<file path="src/cm_pkg.sv">
`default_nettype none
package cm_pkg;

	// ------------------------------------------------------------
	// Register map (byte addresses)
	// ------------------------------------------------------------
	localparam logic [3:0]  CM_OFS_CTRL_A  = 4'h0;
	localparam logic [3:0]  CM_OFS_CTRL_B  = 4'h4;
	localparam logic [3:0]  CM_OFS_STATUS  = 4'h8;

	// ------------------------------------------------------------
	// Field positions
	// ------------------------------------------------------------
	localparam int          CM_A_PATH      = 0;
	localparam int          CM_A_PRESC_LSB = 4;
	localparam int          CM_A_CP_LSB    = 8;
	localparam int          CM_A_M_LSB     = 16;
	localparam int          CM_B_SLEEP     = 0;
	localparam int          CM_B_TUNE_LSB  = 8;
	localparam int          CM_B_N_LSB     = 16;
	localparam int          CM_B_DUAL      = 24;
	localparam int          CM_S_ACTIVE    = 0;
	localparam int          CM_S_RATIO_OK  = 1;
	localparam int          CM_S_EXT_FILT  = 2;
	localparam int          CM_S_RATIO_LSB = 16;

	// ------------------------------------------------------------
	// Reset values
	// ------------------------------------------------------------
	localparam logic [31:0] CM_RST_CTRL_A  = 32'h0004_0170;
	localparam logic [31:0] CM_RST_CTRL_B  = 32'h0001_0001;

	// ------------------------------------------------------------
	// Prescaler codes, charge pump code and loop limits
	// ------------------------------------------------------------
	localparam logic [2:0]  CM_PRESC_DIV8  = 3'h7;
	localparam logic [2:0]  CM_PRESC_DIV6  = 3'h6;
	localparam logic [2:0]  CM_PRESC_DIV5  = 3'h5;
	localparam logic [2:0]  CM_PRESC_DIV4  = 3'h4;
	localparam logic [1:0]  CM_CP_SINGLE   = 2'h1;
	localparam logic [10:0] CM_RATIO_MIN   = 11'h018;
	localparam logic [10:0] CM_RATIO_MAX   = 11'h1E0;
	localparam logic [10:0] CM_RATIO_INT   = 11'h078;

endpackage : cm_pkg
`default_nettype wire

</file>
<file path="src/cm_div.sv">
`timescale 1ns/100ps
`default_nettype none
module cm_div
	import cm_pkg::*;
(
	input  wire logic       clk,   // System clock.
	input  wire logic       rstn,  // Synchronous reset, active low.
	input  wire logic       clr,   // Holds the divider at count zero.
	input  wire logic       tick,  // Input event to be divided.
	input  wire logic [7:0] div,   // Divide value, zero acts as one.
	output logic            pulse  // One pulse per div input events.
);
	logic [7:0] cnt;
	wire  [7:0] last = (div == 8'h00) ? 8'h00 : div - 8'h01;
	wire        wrap = tick && (cnt >= last);

	always_ff @(posedge clk) begin
		if (!rstn || clr) begin
			cnt   <= 8'h00;
			pulse <= 1'b0;
		end else begin
			cnt   <= wrap ? 8'h00 : (tick ? cnt + 8'h01 : cnt);
			pulse <= wrap;
		end
	end
endmodule : cm_div
`default_nettype wire

</file>
<file path="src/cm_avs.sv">
`timescale 1ns/100ps
`default_nettype none
module cm_avs
	import cm_pkg::*;
(
	input  wire logic        clk,         // System clock.
	input  wire logic        rstn,        // Synchronous reset, active low.
	input  wire logic        read,        // Avalon read request.
	input  wire logic        write,       // Avalon write request.
	input  wire logic [31:0] rd_value,    // Word selected by the address.
	output logic             waitrequest, // Avalon waitrequest.
	output logic [31:0]      readdata,    // Avalon read data.
	output logic             wr_take      // Write takes effect this edge.
);
	// ------------------------------------------------------------
	// One wait state: every request is answered on the next edge.
	// ------------------------------------------------------------
	wire req = read || write;

	assign wr_take = write && !waitrequest;

	always_ff @(posedge clk) begin
		if (!rstn) begin
			waitrequest <= 1'b1;
			readdata    <= 32'h0000_0000;
		end else begin
			waitrequest <= !(req && waitrequest);
			if (read && waitrequest)
				readdata <= rd_value;
		end
	end
endmodule : cm_avs
`default_nettype wire

</file>
<file path="src/cm_clock_mult.sv">
// Operation
// - In multiplier mode the input clock is the loop reference.
// - Path-select one takes the sample clock from the multiplier.
// - Sleep zero powers the loop; multiplier mode needs it and path-select.
// - Prescaler codes 111, 110, 101, 100 divide by 8, 6, 5, 4.
// - A six-bit coarse tune field shifts the VCO centre.
// - An eight-bit binary M value divides the phase detector rate.
// - The N divider lowers the phase detector rate below the reference.
// - Charge pump code 01 selects the single current option.
// - In multiplier mode the sync strobe is generated internally.
// - The internal sync strobe comes from the N divider output.
// - Dual sync resets write pointer by input sync, read by strobe.
// - Path-select zero bypasses the loop; sleep one stops loop and VCO.
`timescale 1ns/100ps
`default_nettype none
module cm_clock_mult
	import cm_pkg::*;
(
	input  wire logic        clk,                // System clock, 250 MHz.
	input  wire logic        rstn,               // Synchronous reset, active low.
	input  wire logic [3:0]  avs_address,        // Avalon byte address.
	input  wire logic        avs_read,           // Avalon read.
	input  wire logic        avs_write,          // Avalon write.
	input  wire logic [31:0] avs_writedata,      // Avalon write data.
	input  wire logic [3:0]  avs_byteenable,     // Avalon byte enables.
	output logic [31:0]      avs_readdata,       // Avalon read data.
	output logic             avs_waitrequest,    // Avalon waitrequest.
	input  wire logic        sample_clock_input, // Reference edge, one-cycle enable.
	input  wire logic        ext_strobe_in,      // External sync strobe edge.
	input  wire logic        input_sync,         // Input-side FIFO sync edge.
	output logic             dac_clk_en,         // Sample clock enable.
	output logic             vco_enable,         // Loop and VCO powered.
	output logic [5:0]       vco_coarse_tune,    // VCO centre tuning.
	output logic [1:0]       charge_pump_select, // Charge pump current option.
	output logic             pfd_up,             // Reference leads feedback.
	output logic             pfd_dn,             // Feedback leads reference.
	output logic             output_sync_strobe, // Sync strobe to the FIFO side.
	output logic             fifo_write_reset,   // FIFO write pointer reset.
	output logic             fifo_read_reset     // FIFO read pointer reset.
);
	// ------------------------------------------------------------
	// Register file
	// ------------------------------------------------------------
	logic [31:0] multiplier_control_word_a;
	logic [31:0] multiplier_control_word_b;
	logic [31:0] status_word;
	logic [31:0] rd_value;
	logic        wr_take;
	logic [31:0] be_mask;

	cm_avs u_avs (
		.clk         (clk),
		.rstn        (rstn),
		.read        (avs_read),
		.write       (avs_write),
		.rd_value    (rd_value),
		.waitrequest (avs_waitrequest),
		.readdata    (avs_readdata),
		.wr_take     (wr_take)
	);

	assign be_mask = {{8{avs_byteenable[3]}}, {8{avs_byteenable[2]}},
	                  {8{avs_byteenable[1]}}, {8{avs_byteenable[0]}}};

	wire wr_a = wr_take && (avs_address == CM_OFS_CTRL_A);
	wire wr_b = wr_take && (avs_address == CM_OFS_CTRL_B);

	wire [31:0] next_word_a = (multiplier_control_word_a & ~be_mask)
	                        | (avs_writedata & be_mask);
	wire [31:0] next_word_b = (multiplier_control_word_b & ~be_mask)
	                        | (avs_writedata & be_mask);

	always_ff @(posedge clk) begin
		if (!rstn) begin
			multiplier_control_word_a <= CM_RST_CTRL_A;
			multiplier_control_word_b <= CM_RST_CTRL_B;
		end else begin
			if (wr_a)
				multiplier_control_word_a <= next_word_a;
			if (wr_b)
				multiplier_control_word_b <= next_word_b;
		end
	end

	// Unmapped addresses read as zero and ignore writes.
	assign rd_value = (avs_address == CM_OFS_CTRL_A) ? multiplier_control_word_a :
	                  (avs_address == CM_OFS_CTRL_B) ? multiplier_control_word_b :
	                  (avs_address == CM_OFS_STATUS) ? status_word : 32'h0000_0000;

	// ------------------------------------------------------------
	// Field decode
	// ------------------------------------------------------------
	wire       path_select = multiplier_control_word_a[CM_A_PATH];
	wire [2:0] presc_code  = multiplier_control_word_a[CM_A_PRESC_LSB +: 3];
	wire [1:0] cp_field    = multiplier_control_word_a[CM_A_CP_LSB +: 2];
	wire [7:0] m_value     = multiplier_control_word_a[CM_A_M_LSB +: 8];
	wire       sleep       = multiplier_control_word_b[CM_B_SLEEP];
	wire [5:0] tune_field  = multiplier_control_word_b[CM_B_TUNE_LSB +: 6];
	wire [7:0] n_value     = multiplier_control_word_b[CM_B_N_LSB +: 8];
	wire       dual_sync   = multiplier_control_word_b[CM_B_DUAL];

	// Codes below 100 are not defined; they fall back to the smallest divide.
	wire [7:0] presc_div = (presc_code == CM_PRESC_DIV8) ? 8'h08 :
	                       (presc_code == CM_PRESC_DIV6) ? 8'h06 :
	                       (presc_code == CM_PRESC_DIV5) ? 8'h05 :
	                                                       8'h04;

	wire multiplier_mode = path_select && !sleep;

	// Loop ratio is reported so software can check its own limits.
	wire [10:0] loop_ratio = 11'(presc_div[3:0] * m_value);
	wire ratio_ok = (loop_ratio >= CM_RATIO_MIN) && (loop_ratio <= CM_RATIO_MAX);
	wire ext_filter = loop_ratio > CM_RATIO_INT;

	assign status_word = {5'h00, loop_ratio, 13'h0000, ext_filter, ratio_ok,
	                      multiplier_mode};

	// ------------------------------------------------------------
	// Loop model: the VCO runs at the system rate while powered
	// ------------------------------------------------------------
	logic mult_tick;
	logic fb_pulse;
	logic ref_pulse;

	// The prescaler is cleared while asleep so the first output edge after
	// wake-up comes a full divide period later, never a short one.
	cm_div u_presc (
		.clk   (clk),
		.rstn  (rstn),
		.clr   (!vco_enable),
		.tick  (vco_enable),
		.div   (presc_div),
		.pulse (mult_tick)
	);

	cm_div u_mdiv (
		.clk   (clk),
		.rstn  (rstn),
		.clr   (!vco_enable),
		.tick  (mult_tick),
		.div   (m_value),
		.pulse (fb_pulse)
	);

	cm_div u_ndiv (
		.clk   (clk),
		.rstn  (rstn),
		.clr   (1'b0),
		.tick  (sample_clock_input),
		.div   (n_value),
		.pulse (ref_pulse)
	);

	// ------------------------------------------------------------
	// Output registers
	// ------------------------------------------------------------
	always_ff @(posedge clk) begin
		if (!rstn) begin
			vco_enable         <= 1'b0;
			vco_coarse_tune    <= 6'h00;
			charge_pump_select <= 2'h0;
			dac_clk_en         <= 1'b0;
			pfd_up             <= 1'b0;
			pfd_dn             <= 1'b0;
			output_sync_strobe <= 1'b0;
			fifo_write_reset   <= 1'b0;
			fifo_read_reset    <= 1'b0;
		end else begin
			vco_enable         <= !sleep;
			vco_coarse_tune    <= tune_field;
			charge_pump_select <= cp_field;
			dac_clk_en         <= path_select ? mult_tick
			                                  : sample_clock_input;
			pfd_up             <= multiplier_mode && ref_pulse && !fb_pulse;
			pfd_dn             <= multiplier_mode && fb_pulse && !ref_pulse;
			output_sync_strobe <= multiplier_mode ? ref_pulse
			                                      : ext_strobe_in;
			fifo_write_reset   <= input_sync;
			fifo_read_reset    <= dual_sync ? output_sync_strobe
			                                : input_sync;
		end
	end
endmodule : cm_clock_mult
`default_nettype wire

</file>
<file path="config.mk">
export PLATFORM = sky130hd
export DESIGN_NAME = cm_clock_mult
export DESIGN_NICKNAME = d
export VERILOG_FILES = /design/src/cm_pkg.sv /design/src/cm_div.sv /design/src/cm_avs.sv /design/src/cm_clock_mult.sv
export SDC_FILE = /design/constraint.sdc
export NUM_CORES = 1
export LEC_CHECK = 0
export CAP_MARGIN = 20
export CORE_UTILIZATION = 65
export DETAILED_ROUTE_END_ITERATION = 12
export DONT_BUFFER_PORTS = 1
export HOLD_SLACK_MARGIN = 0.03
export PLACE_DENSITY = 0.8
export SYNTH_ARGS = -nofsm -noshare
export SYNTH_HDL_FRONTEND = slang
export SYNTH_SLANG_ARGS = --single-unit
</file>
<file path="constraint.sdc">
create_clock -name clk -period 7.21 [get_ports clk]
set_input_delay 1.8025 -clock clk [delete_from_list [all_inputs] [get_ports clk]]
set_output_delay 1.8025 -clock clk [all_outputs]
set_load 0.02 [all_outputs]
</file>
==> out/qor.txt <==
run status -> finished clean
DP Worst Slack -> 3.05 ns
first-pass GRT wire length -> 28.6 mm
placer's final routability congestion estimate -> 0.851
largest vdd supply drop -> 0.191 mV
slew at the pin with the worst max-slew slack -> 1.08 ns
Worst Hold Class -> reg -> reg
CTS H-tree lvls -> 4
critical-path maximum fanout -> 11
die footprint -> 11,400 um2
grt ovf -> 0
final wirelength -> 17.7 mm
max-cap violations -> 0
largest buffer count on any clock path -> 2
met1 capacity usage during global routing -> 0.380
mean post-synth cell area -> 8.25 um2
number of nets at the end of the flow -> 939
timing-limited maximum frequency -> 239 MHz
area growth from synthesis to final layout -> 7.46%
placeable core region -> 10,500 um2
Top-Level Pins -> 95
Final Critical Period -> 4.18 ns
Resized cells post-CTS -> 0
setup repair after global routing missed its margin -> false
insertion delay of the later-clocked pin in the worst-skew pair -> 0.54 ns
clock sink total -> 139
predominant post-synthesis flop cell -> dfxtp_1
crit share post-route -> 0.579
first drt pass iteration count -> 6
Starting Density -> 0.681
Via density -> 6.21
total inserted antenna cells -> 0
Via Count -> 6,139
Iteration-0 DRC Markers -> 445
Inst Count DP -> 958
setup slack, reg-to-reg -> 3.03 ns
Post-route DRC -> 0
filler-free cell count of the finished design -> 989
signal arrival time at the worst endpoint -> 4.60 ns
Rows -> 37
Most Crowded Layer GR -> met2
met3 track utilization from global routing -> 0.0839
per-cell routed wire length -> 17.8 um
number of antenna violations at the first check in global routing -> 0
headroom to the max-slew limit -> 0.280
post-route worst setup slack -> 3.03 ns
leak pwr -> 2.99 nW
proportion of layout cells with a drive suffix above 1 -> 0.0586
aggregate global-route resource usage -> 0.321
crit path capture type -> flip-flop
Antenna Nets Post-Route -> 0
share of flip-flops with an asynchronous set or reset after synthesis -> 0
Final Max Tran Viols -> 0
Setup TNS Final -> 0 ns
number of buffers created by CTS -> 17
CTS tree -> done
Gate Count Post-Synth -> 868
kind of critical path -> reg -> reg
Final Hold Slack -> 0.447 ns
startpoint kind of the worst setup timing path -> flip-flop
IO Port Bufs -> 0
Final Hold Vio Count -> 0
share of synthesized area occupied by flip-flops and latches -> 0.389
Crit path required time -> 7.63 ns
Die Y -> 107 um
cell area after synthesis -> 7160 um2
largest net degree at the start of global routing -> 65
Setup violations, final -> 0
Synth cell types -> 51
met2 global-route usage -> 0.536
count of synthesis-stage warnings from yosys -> 0
hold buffer count at cts -> 0
clock-pin slew of the registers on the worst-case setup and hold paths -> 0.06 ns
reg2reg path depth -> 13
terminus of the critical flop-to-flop path -> u_avs.readdata[1]
vias in the first global route -> 6,029
floorplan die width -> 107 um
register bit count reported by yosys -> 139
clock root buffer -> clkbuf_8
Worst Skew -> 0.00899 ns
total power density per cell area -> 213 nW/um2
Worst Setup EP -> u_avs.readdata[1]
hpwl dp -> 12.1 mm
Setup Buffers After CTS -> 0
number of enable flip-flop cells after synthesis -> 0
routing by layer:
| layer | up-vias | wire (um) | part of all wire |
|---|---|---|---|
| met5 | - | 0 | 0 |
| li1 | 2956 | - | - |
| met1 | 2917 | 7120 | 0.40 |
| met4 | 0 | 595 | 0.034 |
| met2 | 221 | 8600 | 0.49 |
| met3 | 45 | 1340 | 0.076 |
logic make-up (layout without fill, tap and decap cells):
logic type      count (synthesis)  count (layout)  share of synthesized area
compound gates                169             169                      0.139
xor+xnor                       27              27                     0.0330
fa+ha+maj                      51              51                     0.0954
buf+inv                        82              65                     0.0470
flops                         139             139                      0.389
mux                            36              36                     0.0517
other cells                     2               4                    0.00105
simple gates                  362             362                      0.244
placed cells by master (no fill, tap or decap), types with 2 or more instances in the layout:
master,instances
o211ai_1,6
and4_1,2
inv_6,4
clkbuf_8,2
o21ai_0,19
nand2_1,117
nor3_1,26
a21oi_1,96
o22ai_1,3
conb_1,4
clkinvlp_4,5
a211oi_1,13
a21o_1,9
ha_1,45
nand2b_1,19
mux2_2,8
dfxtp_1,139
inv_1,29
nor3b_1,5
mux2i_1,28
and2_1,22
nor2_1,59
xnor2_1,13
o21a_1,4
xor2_1,14
buf_4,4
a22oi_1,8
a2111oi_0,3
nand3b_1,2
nor2b_1,6
fa_1,6
and3_1,2
nand4_1,10
or3_1,3
or4_1,2
clkbuf_16,16
nand3_1,79
power breakdown:
part,internal [mW],switching (mW),total [mW]
combinational,0.0152,0.0314,0.0466
sequential,0.774,0.00896,0.783
clock,0.468,0.340,0.808
synth_stat cells, drive strengths merged, types with 2 or more instances:
cell | count | area, um2
a211oi | 13 | 97.6
o22ai | 3 | 18.8
a21oi | 96 | 480
nand2b | 20 | 133
nor4b | 2 | 32.5
or3 | 3 | 18.8
or4 | 2 | 15.0
a21o | 9 | 67.6
a2111oi | 3 | 26.3
nor2b | 6 | 37.5
o211ai | 6 | 45.0
dfxtp | 139 | 2780
mux2i | 28 | 280
o21ai | 20 | 100
clkbuf | 42 | 158
and4 | 2 | 17.5
conb | 2 | 7.51
and3 | 2 | 12.5
nand3 | 79 | 395
and2 | 22 | 138
nand4 | 10 | 62.6
inv | 30 | 113
nor3b | 6 | 56.3
nand2 | 118 | 443
buf | 10 | 66.3
ha | 45 | 563
xnor2 | 13 | 114
o21a | 4 | 30.0
xor2 | 14 | 123
fa | 6 | 120
mux2 | 8 | 90.1
nand3b | 2 | 15.0
a221oi | 2 | 23.8
a22oi | 8 | 60.1
nor3 | 26 | 130
nor2 | 59 | 221
worst min path at each step:
stage | start | end | slack, ns | cells past startpoint
floorplan | u_mdiv.pulse | pfd_up | 0.39 | 1
global placement | u_mdiv.pulse | pfd_up | 0.40 | 1
detailed placement | u_mdiv.pulse | pfd_up | 0.42 | 1
CTS | u_mdiv.pulse | pfd_up | 0.44 | 1
global route | u_mdiv.pulse | pfd_up | 0.45 | 1
finish | u_mdiv.pulse | pfd_up | 0.45 | 1
area by class of cell:
cell class	instances	area [um2]
Timing Repair Buffer	4	30.0
Fill cell	772	2820
Sequential cell	139	2780
Clock buffer	19	432
Tap cell	136	170
Inverter	30	113
Clock inverter	12	116
Multi-Input combinational cell	649	4050
through the flow:
stage | total power, mW | utilization | cell area [um2]
after detailed placement | 0.845 | 0.680 | 7150
final | 1.64 | 0.732 | 7690
after global placement | 0.844 | 0.680 | 7150
after global routing | 1.69 | 0.732 | 7690
after floorplan | 0.847 | - | 7170
after CTS | 1.64 | 0.732 | 7690
critical path, stage by stage, from the launching register on:
cell      delay [ns]
dfxtp_1         0.44
nand3_1         0.40
mux2_2          0.41
ha_1            0.28
inv_1           0.05
fa_1            0.55
inv_1           0.05
ha_1            0.36
a21o_1          0.21
a221oi_2        0.37
xnor2_1         0.21
or4_1           0.51
mux2i_1         0.15
o21ai_1         0.08
No activity file was read; power rests on OpenSTA's default activity.
